===== src/logic/spc_pkg.sv =====
`default_nettype none
package spc_pkg;
	// register byte offsets
	localparam logic [7:0] OFS_FREE    = 8'h00;
	localparam logic [7:0] OFS_COMMIT  = 8'h04;
	localparam logic [7:0] OFS_ENABLE  = 8'h08;
	localparam logic [7:0] OFS_STG_ID  = 8'h0C;
	localparam logic [7:0] OFS_RUN_ID  = 8'h10;
	localparam logic [7:0] OFS_CAP     = 8'h14;
	localparam logic [7:0] OFS_MODE    = 8'h18;
	localparam logic [7:0] OFS_READY   = 8'h1C;
	localparam logic [7:0] OFS_REP_LFT = 8'h20;
	localparam logic [7:0] OFS_REP_SET = 8'h24;
	localparam logic [7:0] OFS_CLEAR   = 8'h28;
	localparam logic [7:0] OFS_STATUS  = 8'h2C;
	localparam logic [7:0] OFS_TIMEOUT = 8'h30;
	localparam logic [7:0] OFS_STG_DAT = 8'h34;
	// mode encodings
	localparam logic [1:0] MODE_OFF   = 2'h0;
	localparam logic [1:0] MODE_BATCH = 2'h1;
	localparam logic [1:0] MODE_QUEUE = 2'h2;
	localparam logic [1:0] MODE_BAD   = 2'h3;
	// status encodings
	localparam logic [1:0] STAT_IDLE = 2'h0;
	localparam logic [1:0] STAT_EXEC = 2'h1;
	localparam logic [1:0] STAT_WAIT = 2'h2;
	localparam logic [1:0] STAT_DONE = 2'h3;
	// repetition limits
	localparam logic [31:0] REP_MIN = 32'h0000_0001;
	localparam logic [31:0] REP_MAX = 32'h003D_0900;
	// millisecond tick from the system clock
	localparam int MS_NS     = 1000000;
	localparam int CLK_NS    = 100;
	localparam int MS_CYCLES = (MS_NS + CLK_NS - 1) / CLK_NS;
	// ahb transfer type bit that marks an active transfer
	localparam int HTRANS_ACT = 1;
	typedef enum logic [3:0] {
		S_IDLE = 4'b0001,
		S_EXEC = 4'b0010,
		S_WAIT = 4'b0100,
		S_DONE = 4'b1000
	} spc_state_t;
endpackage
`default_nettype wire


===== src/logic/spc_slot_queue.sv =====
`default_nettype none
// circular slot store; DEPTH must be a power of two so pointers wrap
module spc_slot_queue #(
	parameter int DEPTH = 8,
	parameter int QW    = 64,
	parameter int CW    = $clog2(DEPTH + 1)
) (
	input  wire logic          sys_clk_i,
	input  wire logic          srst_i,
	input  wire logic          flush_i,
	input  wire logic          push_i,
	input  wire logic [QW-1:0] push_data_i,
	input  wire logic          pop_i,
	input  wire logic [CW-1:0] rd_ofs_i,
	output logic      [QW-1:0] rd_data_o,
	output logic      [CW-1:0] count_o,
	output logic      [CW-1:0] free_o
);
	localparam int AW = $clog2(DEPTH);
	localparam logic [CW-1:0] CAP = CW'(DEPTH);

	logic [QW-1:0] mem_r [DEPTH];
	logic [AW-1:0] head_r;
	logic [AW-1:0] tail_r;
	logic [CW-1:0] cnt_r;

	// full and empty guards keep a stray push or pop harmless
	wire do_push = push_i & (cnt_r != CAP);
	wire do_pop  = pop_i & (cnt_r != '0);

	// slots fill at the tail and drain from the head, fifo order
	always_ff @(posedge sys_clk_i) begin
		if (srst_i || flush_i) begin
			head_r <= '0;
			tail_r <= '0;
			cnt_r  <= '0;
		end else begin
			if (do_push) tail_r <= tail_r + 1'b1;
			if (do_pop) head_r <= head_r + 1'b1;
			cnt_r <= cnt_r + CW'(do_push) - CW'(do_pop);
		end
	end

	// storage itself needs no reset
	always_ff @(posedge sys_clk_i) begin
		if (do_push) mem_r[tail_r] <= push_data_i;
	end

	assign rd_data_o = mem_r[head_r + rd_ofs_i[AW-1:0]];
	assign count_o   = cnt_r;
	assign free_o    = CAP - cnt_r;
endmodule
`default_nettype wire


===== src/logic/spc_exec_timer.sv =====
`default_nettype none
// millisecond watchdog for one sequence run
module spc_exec_timer #(
	parameter int MS_CYCLES = spc_pkg::MS_CYCLES
) (
	input  wire logic        sys_clk_i,
	input  wire logic        srst_i,
	input  wire logic        clear_i,
	input  wire logic        run_i,
	input  wire logic [31:0] limit_i,
	output logic             expire_o
);
	localparam int DW = (MS_CYCLES > 1) ? $clog2(MS_CYCLES) : 1;
	localparam logic [DW-1:0] DIV_TOP = DW'(MS_CYCLES - 1);

	logic [DW-1:0] div_r;
	logic [31:0]   ms_r;
	logic          exp_r;

	wire tick   = run_i & (div_r == DIV_TOP);
	wire [31:0] ms_inc = ms_r + 32'h0000_0001;
	// a zero limit never matches since the limit_i check masks hit; zero turns the watchdog off
	wire hit = tick & (limit_i != 32'h0000_0000) & (ms_inc == limit_i);

	// divider gives a one-cycle ms enable while a sequence runs
	always_ff @(posedge sys_clk_i) begin
		if (srst_i || clear_i) begin
			div_r <= '0;
			ms_r  <= '0;
			exp_r <= 1'b0;
		end else begin
			if (run_i) div_r <= tick ? '0 : div_r + 1'b1;
			if (tick) ms_r <= ms_inc;
			exp_r <= hit;
		end
	end

	assign expire_o = exp_r;
endmodule
`default_nettype wire


===== src/logic/spc_pipeliner.sv =====
`default_nettype none
// sequence pipeliner control with an ahb-lite register slave
module spc_pipeliner #(
	parameter int DEPTH     = 8,
	parameter int DW        = 32,
	parameter int MS_CYCLES = spc_pkg::MS_CYCLES
) (
	input  wire logic          sys_clk_i,
	input  wire logic          srst_i,
	input  wire logic          hsel_i,
	input  wire logic [31:0]   haddr_i,
	input  wire logic [1:0]    htrans_i,
	input  wire logic          hwrite_i,
	input  wire logic [2:0]    hsize_i,
	input  wire logic [31:0]   hwdata_i,
	input  wire logic          hready_i,
	output logic      [31:0]   hrdata_o,
	output logic               hreadyout_o,
	output logic               hresp_o,
	output logic               seq_start_o,
	output logic      [DW-1:0] seq_id_o,
	output logic      [DW-1:0] seq_data_o,
	output logic               seq_abort_o,
	input  wire logic          seq_done_i,
	output logic               wavegen_reset_o
);
	localparam int CW = $clog2(DEPTH + 1);
	localparam int QW = 2 * DW;

	// widen a slot count to a bus word
	function automatic logic [31:0] to_word(input logic [CW-1:0] v);
		to_word = 32'(v);
	endfunction

	// keep the repetition setting inside its legal span
	function automatic logic [31:0] clamp_rep(input logic [31:0] v);
		if (v < spc_pkg::REP_MIN) clamp_rep = spc_pkg::REP_MIN;
		else if (v > spc_pkg::REP_MAX) clamp_rep = spc_pkg::REP_MAX;
		else clamp_rep = v;
	endfunction

	// one-hot state to the status code software reads
	function automatic logic [1:0] stat_code(input spc_pkg::spc_state_t s);
		case (s)
			spc_pkg::S_EXEC: stat_code = spc_pkg::STAT_EXEC;
			spc_pkg::S_WAIT: stat_code = spc_pkg::STAT_WAIT;
			spc_pkg::S_DONE: stat_code = spc_pkg::STAT_DONE;
			default:         stat_code = spc_pkg::STAT_IDLE;
		endcase
	endfunction

	// bus side state
	logic       pend_r;
	logic       wr_r;
	logic [7:0] adr_r;
	logic [31:0] hrdata_r;

	// control registers
	logic [1:0]  mode_r;
	logic        enable_r;
	logic [31:0] rep_set_r;
	logic [31:0] reps_left_r;
	logic [31:0] reps_nxt;
	logic [31:0] limit_r;
	logic [DW-1:0] stg_data_r;
	logic [DW-1:0] stg_id_r;
	logic [DW-1:0] run_id_r;
	logic [DW-1:0] seq_data_r;
	logic [CW-1:0] ofs_r;
	logic [CW-1:0] ofs_nxt;
	logic        launch;
	logic        launch_r;
	logic        start_r;
	logic        pop;
	logic        wgr_r;
	logic        abort_r;
	spc_pkg::spc_state_t state_r;
	spc_pkg::spc_state_t st_nxt;

	logic [QW-1:0] q_rd;
	logic [CW-1:0] q_count;
	logic [CW-1:0] q_free;
	logic          tmo;

	// address phase is taken only when the bus is ready
	wire addr_ok = hsel_i & htrans_i[spc_pkg::HTRANS_ACT] & hready_i;
	wire do_wr   = pend_r & wr_r;
	wire do_rd   = pend_r & ~wr_r;

	// write strobes, one per writable register
	wire wr_commit = do_wr && (adr_r == spc_pkg::OFS_COMMIT);
	wire wr_enable = do_wr && (adr_r == spc_pkg::OFS_ENABLE);
	wire wr_mode   = do_wr && (adr_r == spc_pkg::OFS_MODE);
	wire wr_repset = do_wr && (adr_r == spc_pkg::OFS_REP_SET);
	wire wr_clear  = do_wr && (adr_r == spc_pkg::OFS_CLEAR);
	wire wr_tmo    = do_wr && (adr_r == spc_pkg::OFS_TIMEOUT);
	wire wr_stg    = do_wr && (adr_r == spc_pkg::OFS_STG_DAT);

	// unknown mode codes are dropped so the field stays decodable
	wire mode_ok  = (hwdata_i[31:2] == 30'h0000_0000) && (hwdata_i[1:0] != spc_pkg::MODE_BAD);
	wire mode_chg = wr_mode && mode_ok && (hwdata_i[1:0] != mode_r);
	wire flush    = mode_chg | wr_clear;

	wire is_batch = (mode_r == spc_pkg::MODE_BATCH);
	wire is_queue = (mode_r == spc_pkg::MODE_QUEUE);
	wire run_ok   = enable_r && (mode_r != spc_pkg::MODE_OFF);
	wire finish   = seq_done_i | tmo;

	// batch commits only while parked; queue commits any time
	wire ready = (mode_r != spc_pkg::MODE_OFF) && (q_free != '0) && !flush
		&& (is_queue || (!enable_r && state_r == spc_pkg::S_IDLE));
	wire push  = wr_commit & ready;

	// derived read values
	wire [31:0] rep_rd  = is_batch ? rep_set_r : spc_pkg::REP_MIN;
	wire [31:0] left_rd = is_batch ? reps_left_r : spc_pkg::REP_MIN;

	// register read decode; unmapped offsets read zero
	wire [31:0] rd_mux =
		(adr_r == spc_pkg::OFS_FREE)    ? to_word(q_free) :
		(adr_r == spc_pkg::OFS_ENABLE)  ? {31'h0000_0000, enable_r} :
		(adr_r == spc_pkg::OFS_STG_ID)  ? 32'(stg_id_r) :
		(adr_r == spc_pkg::OFS_RUN_ID)  ? 32'(run_id_r) :
		(adr_r == spc_pkg::OFS_CAP)     ? 32'(DEPTH) :
		(adr_r == spc_pkg::OFS_MODE)    ? {30'h0000_0000, mode_r} :
		(adr_r == spc_pkg::OFS_READY)   ? {31'h0000_0000, ready} :
		(adr_r == spc_pkg::OFS_REP_LFT) ? left_rd :
		(adr_r == spc_pkg::OFS_REP_SET) ? rep_rd :
		(adr_r == spc_pkg::OFS_STATUS)  ? {30'h0000_0000, stat_code(state_r)} :
		(adr_r == spc_pkg::OFS_TIMEOUT) ? limit_r :
		(adr_r == spc_pkg::OFS_STG_DAT) ? 32'(stg_data_r) :
		32'h0000_0000;

	// one wait state: writes land and read data is caught before hready rises
	always_ff @(posedge sys_clk_i) begin
		if (srst_i) begin
			pend_r   <= 1'b0;
			wr_r     <= 1'b0;
			adr_r    <= 8'h00;
			hrdata_r <= 32'h0000_0000;
		end else begin
			pend_r <= addr_ok;
			if (addr_ok) begin
				wr_r  <= hwrite_i;
				adr_r <= haddr_i[7:0];
			end
			if (do_rd) hrdata_r <= rd_mux;
		end
	end

	assign hreadyout_o = ~pend_r;
	assign hrdata_o    = hrdata_r;
	assign hresp_o     = 1'b0;

	// software settings
	always_ff @(posedge sys_clk_i) begin
		if (srst_i) begin
			mode_r     <= spc_pkg::MODE_OFF;
			enable_r   <= 1'b0;
			rep_set_r  <= spc_pkg::REP_MIN;
			limit_r    <= 32'h0000_0000;
			stg_data_r <= '0;
			wgr_r      <= 1'b0;
		end else begin
			if (mode_chg) mode_r <= hwdata_i[1:0];
			if (flush) enable_r <= 1'b0;
			else if (wr_enable) enable_r <= hwdata_i[0];
			if (mode_chg) rep_set_r <= spc_pkg::REP_MIN;
			else if (wr_repset && is_batch) rep_set_r <= clamp_rep(hwdata_i);
			if (wr_tmo) limit_r <= hwdata_i;
			if (wr_stg) stg_data_r <= DW'(hwdata_i);
			wgr_r <= mode_chg;
		end
	end

	// staging id advances once per accepted commit
	always_ff @(posedge sys_clk_i) begin
		if (srst_i) stg_id_r <= '0;
		else if (push) stg_id_r <= stg_id_r + 1'b1;
	end

	// execution sequencing
	always_comb begin
		st_nxt   = state_r;
		ofs_nxt  = ofs_r;
		reps_nxt = reps_left_r;
		launch   = 1'b0;
		pop      = 1'b0;
		case (state_r)
			spc_pkg::S_IDLE: begin
				if (run_ok) begin
					reps_nxt = rep_set_r;
					ofs_nxt  = '0;
					if (q_count != '0) begin
						launch = 1'b1;
						st_nxt = spc_pkg::S_EXEC;
					end else if (is_queue) begin
						st_nxt = spc_pkg::S_WAIT;
					end else begin
						st_nxt = spc_pkg::S_DONE;
					end
				end
			end
			spc_pkg::S_EXEC: begin
				if (finish && is_queue) begin
					pop = 1'b1;
					if (!enable_r) st_nxt = spc_pkg::S_IDLE;
					else if (q_count > CW'(1)) launch = 1'b1;
					else st_nxt = spc_pkg::S_WAIT;
				end else if (finish && (ofs_r + 1'b1 < q_count)) begin
					ofs_nxt = ofs_r + 1'b1;
					if (enable_r) launch = 1'b1;
					else st_nxt = spc_pkg::S_IDLE;
				end else if (finish && enable_r && reps_left_r > spc_pkg::REP_MIN) begin
					reps_nxt = reps_left_r - spc_pkg::REP_MIN;
					ofs_nxt  = '0;
					launch   = 1'b1;
				end else if (finish) begin
					reps_nxt = 32'h0000_0000;
					st_nxt   = enable_r ? spc_pkg::S_DONE : spc_pkg::S_IDLE;
				end
			end
			spc_pkg::S_WAIT: begin
				if (!enable_r || !is_queue) begin
					st_nxt = spc_pkg::S_IDLE;
				end else if (q_count != '0) begin
					launch = 1'b1;
					st_nxt = spc_pkg::S_EXEC;
				end
			end
			spc_pkg::S_DONE: begin
				if (!enable_r || !is_batch) st_nxt = spc_pkg::S_IDLE;
			end
			default: st_nxt = spc_pkg::S_IDLE;
		endcase
	end

	// a flush wins over whatever the sequencer reports this cycle
	always_ff @(posedge sys_clk_i) begin
		if (srst_i) begin
			state_r     <= spc_pkg::S_IDLE;
			ofs_r       <= '0;
			reps_left_r <= spc_pkg::REP_MIN;
			launch_r    <= 1'b0;
		end else if (flush) begin
			state_r     <= spc_pkg::S_IDLE;
			ofs_r       <= '0;
			reps_left_r <= spc_pkg::REP_MIN;
			launch_r    <= 1'b0;
		end else begin
			state_r     <= st_nxt;
			ofs_r       <= ofs_nxt;
			reps_left_r <= reps_nxt;
			launch_r    <= launch;
		end
	end

	// slot data is read a cycle after launch, once the head (queue) or the offset (batch) has moved
	always_ff @(posedge sys_clk_i) begin
		if (srst_i) begin
			start_r    <= 1'b0;
			run_id_r   <= '0;
			seq_data_r <= '0;
			abort_r    <= 1'b0;
		end else begin
			start_r <= launch_r & ~flush;
			if (launch_r && !flush) begin
				run_id_r   <= q_rd[QW-1:DW];
				seq_data_r <= q_rd[DW-1:0];
			end
			abort_r <= tmo | (flush & (state_r == spc_pkg::S_EXEC));
		end
	end

	assign seq_start_o     = start_r;
	assign seq_id_o        = run_id_r;
	assign seq_data_o      = seq_data_r;
	assign seq_abort_o     = abort_r;
	assign wavegen_reset_o = wgr_r;

	spc_slot_queue #(
		.DEPTH (DEPTH),
		.QW    (QW),
		.CW    (CW)
	) u_queue (
		.sys_clk_i   (sys_clk_i),
		.srst_i      (srst_i),
		.flush_i     (flush),
		.push_i      (push),
		.push_data_i ({stg_id_r, stg_data_r}),
		.pop_i       (pop & ~flush),
		.rd_ofs_i    (is_batch ? ofs_r : CW'(0)),
		.rd_data_o   (q_rd),
		.count_o     (q_count),
		.free_o      (q_free)
	);

	spc_exec_timer #(
		.MS_CYCLES (MS_CYCLES)
	) u_timer (
		.sys_clk_i (sys_clk_i),
		.srst_i    (srst_i),
		.clear_i   (start_r | flush),
		.run_i     (state_r == spc_pkg::S_EXEC),
		.limit_i   (limit_r),
		.expire_o  (tmo)
	);
endmodule
`default_nettype wire


===== config.mk =====
export PLATFORM = sky130hd
export DESIGN_NAME = spc_pipeliner
export DESIGN_NICKNAME = d
export VERILOG_FILES = /design/src/logic/spc_pkg.sv /design/src/logic/spc_slot_queue.sv /design/src/logic/spc_exec_timer.sv /design/src/logic/spc_pipeliner.sv
export SDC_FILE = /design/constraint.sdc
export NUM_CORES = 1
export LEC_CHECK = 0
export BUFFER_PORTS_ARGS = -buffer_cell sky130_fd_sc_hd__buf_2
export CAP_MARGIN = 10
export CORE_ASPECT_RATIO = 1.2
export CORE_MARGIN = 4
export CORE_UTILIZATION = 51
export CTS_CLUSTER_SIZE = 12
export DETAILED_ROUTE_END_ITERATION = 10
export PLACE_DENSITY = 0.65
export RECOVER_POWER = 25
export SLEW_MARGIN = 20
export SYNTH_ARGS = -nofsm -noshare
export SYNTH_HDL_FRONTEND = slang
export SYNTH_SLANG_ARGS = --single-unit

===== constraint.sdc =====
create_clock -name sys_clk_i -period 12.1 [get_ports sys_clk_i]
set_clock_uncertainty 0.05 [all_clocks]
set_input_delay 2.42 -clock sys_clk_i [delete_from_list [all_inputs] [get_ports sys_clk_i]]
set_output_delay 2.42 -clock sys_clk_i [all_outputs]
set_load 0.02 [all_outputs]

==> impl_metrics.toml <==
[worst_setup_path]
end_kind = "flop"
critPathBufInv = 4
slowest_delay_ns = 0.84
worstSetupPathType = "in -> reg"
cp_top_family = "simple AND/OR/NAND/NOR gates"
worstPathCellList = "buf_2 -> nor4_1 -> nand3_1 -> nor4_1 -> a21oi_1 -> o21ai_0 -> inv_1 -> ha_1 -> inv_1 -> ha_1 -> inv_1 -> fa_1 -> xnor2_1 -> nor2_1"
crit_arrival_ns = 6.27
required_ns = 12.54
cp_slowest_cell = "nor4_1"
cpMostUsedCell = "inv_1"
critPathLaunchType = "input port"
cp_max_fo = 7

[floorplanning]
die_area_um2 = 73940
die_h_um = 297.1
ios = 176
die_w_um = 248.9
core_area_um2 = 68710
rows = 105
start_util_pct = 51.69

[cts]
clk_latency_ns = 0.65
cts_tree = "built"
cts_root_buf = "clkbuf_16"
ctsResizeCount = 0
clock_sinks = 850
post_cts_buffers = 0
htreeDepth = 3
path_clk_slew_ns = 0.06
cts_buffers = 86
cts_buffer_depth = 3
cts.hold.buffers_added = 0

[sta]
period_share_pct = 48.21
holdWs_ns = 0.4272
rsz0062_at_grt = "no"
clock.fmax_mhz = 171.4
max_slew_margin_pct = 26.68
tns_ns = 0
final-setup-viol-count = 0
worst_slew_pin_slew_ns = 1.100
finalMaxSlewViolations = 0
finalCriticalPeriod_ns = 5.834
hold_viol_final = 0

[placed_design]
place_hpwl_um = 62150
portBuffers = 146
place_congestion = 0.9126

[hold_path]
hold_path_class = "reg -> reg"

[routing]
post_drt_wl_per_cell_um = 25.19
via_count = 23910
dr.pass1.iters = 6
ant_nets = 0
drc = 0
routed_wl_um = 97040
drt_iter0_markers = 2389
avgViaCountPerCell = 6.208

[final_layout]
nets = 2967
diodes = 0
multi_input_area_um2 = 12670
drive_above_1_share_pct = 15.97
regArea_um2 = 22140
fillers = 5401
area_growth_pct = 12.22

[global_routing]
grt_pass1_wl_um = 146000
antenna_found_initial = 0
grt_max_degree = 129
grt_pass1_vias = 23300
globalRouteOverflowTotal = 0
grt_use_total_pct = 25.57

[yosys]
async_flop_share_pct = 0
yosysWarningCount = 0
synth_xor_area_share_pct = 3.280
synth_top_family_by_area = "simple AND/OR/NAND/NOR gates"
synthSimpleGateAreaFrac_pct = 11.08
synth.distinct_cells = 80
synth_compound_area_share_pct = 9.759
syn_avg_cell_area_um2 = 12.74
syn-num-nets = 2885
ys_ff_latch = 850
yosys.area_share.adder_pct = 0.8526
muxShareOfSynthArea_pct = 10.29
syn_area_um2 = 35510
synth_edf_count = 512
ys_seq_area_share_pct = 62.35
synthFlopType = "edfxtp_1"
synthCells = 2787

[job]
max_cap_viol_count = 0

[power]
power_density_nw_per_um2 = 144.5
ir_drop_mv = 0.1242
power_mw = 5.759
power.leakage_nw = 12.89

[outcome]
status = "completed"
placed cells by master (no fill, tap or decap), drive strengths merged, types with 73 or more instances in the layout:
| cell type | instances |
|---|---|
| dfxtp | 338 |
| clkbuf | 148 |
| mux2i | 75 |
| a211oi | 73 |
| nor2 | 289 |
| edfxtp | 512 |
| nand2 | 252 |
| buf | 180 |
| a21oi | 138 |
| mux4 | 128 |
| a22oi | 118 |
sequential cells by signal, indices dropped and copies added, names as in the netlist, 2 cells and up:
name	flops
u_queue.mem_r	512
hrdata_o	32
limit_r	32
rep_set_r	32
reps_left_r	32
seq_data_o	32
seq_id_o	32
stg_data_r	32
stg_id_r	32
u_timer.ms_r	32
u_timer.div_r	14
adr_r	8
ofs_r	4
state_r	4
u_queue.count_o	4
u_queue.head_r	3
u_queue.tail_r	3
mode_r	2
worst reg2reg max path, delay by kind of cell (launching register included):
kind	cells	cell delay [ns]
flops	1	0.47
buf+inv	1	0.83
compound gates	3	1.10
simple gates	4	1.82
kinds of logic after synthesis:
group,after synthesis
AOI/OAI and AO/OA,514
xor gates and xnor gates,133
adders and majority gates,23
buffers and inverters,219
DFF,850
muxes,205
other,1
and+or+nand+nor,842
stage by stage:
step | setup slack, ns | std cells | util [%] | instance area (um2)
2_1_floorplan | 5.201 | 2787 | - | 35510
3_3_place_gp | 5.770 | 3690 | 53.96 | 37080
3_5_place_dp | 5.746 | 3690 | 53.97 | 37080
4_1_cts | 6.422 | 3852 | 58.00 | 39850
5_1_grt | 6.033 | 3852 | 58.00 | 39850
6_report | 6.266 | 3852 | 58.00 | 39850
synth_stat cells (11+ instances only):
| cell | instances | area share (%) |
|---|---|---|
| a211oi_1 | 73 | 1.5 |
| a21oi_1 | 138 | 1.9 |
| a22o_1 | 18 | 0.44 |
| a22oi_1 | 118 | 2.5 |
| and2_1 | 27 | 0.48 |
| and3_1 | 19 | 0.33 |
| and4_1 | 12 | 0.30 |
| buf_1 | 15 | 0.16 |
| clkbuf_1 | 160 | 1.7 |
| dfxtp_1 | 338 | 19 |
| edfxtp_1 | 512 | 43 |
| ha_1 | 21 | 0.74 |
| inv_1 | 33 | 0.35 |
| mux2i_1 | 75 | 2.1 |
| mux4_2 | 128 | 8.1 |
| nand2_1 | 252 | 2.7 |
| nand3_1 | 60 | 0.85 |
| nand4_1 | 34 | 0.60 |
| nor2_1 | 289 | 3.1 |
| nor2b_1 | 11 | 0.19 |
| nor3_1 | 47 | 0.66 |
| nor4_1 | 28 | 0.49 |
| o211ai_1 | 37 | 0.78 |
| o21ai_0 | 53 | 0.75 |
| or3_1 | 14 | 0.25 |
| xnor2_1 | 66 | 1.6 |
| xor2_1 | 67 | 1.7 |
report_power, final:
part           total [mW]  internal [mW]  switching [mW]
Combinational       0.117         0.0331          0.0841
Sequential           3.05           3.04         0.00883
Clock                2.59           1.48            1.12
Total                5.76           4.55            1.21
cell type report:
class | instances | share of cell area [%]
inverter | 33 | 0.3108
timing repair buffer | 180 | 2.552
multi-input combinational | 1718 | 31.78
sequential | 850 | 55.56
clock inverter | 14 | 0.5965
tap | 909 | 2.854
clock buffer | 148 | 6.348
worst paths after layout:
kind,startpoint,slack [ns],endpoint,depth (start not counted)
max,hwdata_i[31],6.27,u_queue.count_o[2]$_SDFF_PP0_,14
min reg2reg,ofs_r[3]$_SDFFE_PP0P_,0.43,ofs_r[3]$_SDFFE_PP0P_,2
min,ofs_r[3]$_SDFFE_PP0P_,0.43,ofs_r[3]$_SDFFE_PP0P_,2
max reg2reg,state_r[0]$_SDFFE_PP1P_,7.40,u_queue.mem_r[7][28]$_DFFE_PP_,8
layer usage:
layer | up-vias | wire (um) | share of wire, % | global-route usage [%]
li1 | 10690 | - | - | -
met1 | 11990 | 38620 | 40 | 34.13
met2 | 1057 | 46670 | 48 | 41.71
met3 | 180 | 7872 | 8.1 | 4.774
met4 | 0 | 3872 | 4.0 | 10.41
met5 | - | 0 | 0 | 0
Note: power is estimated with default switching activity, not from simulation.
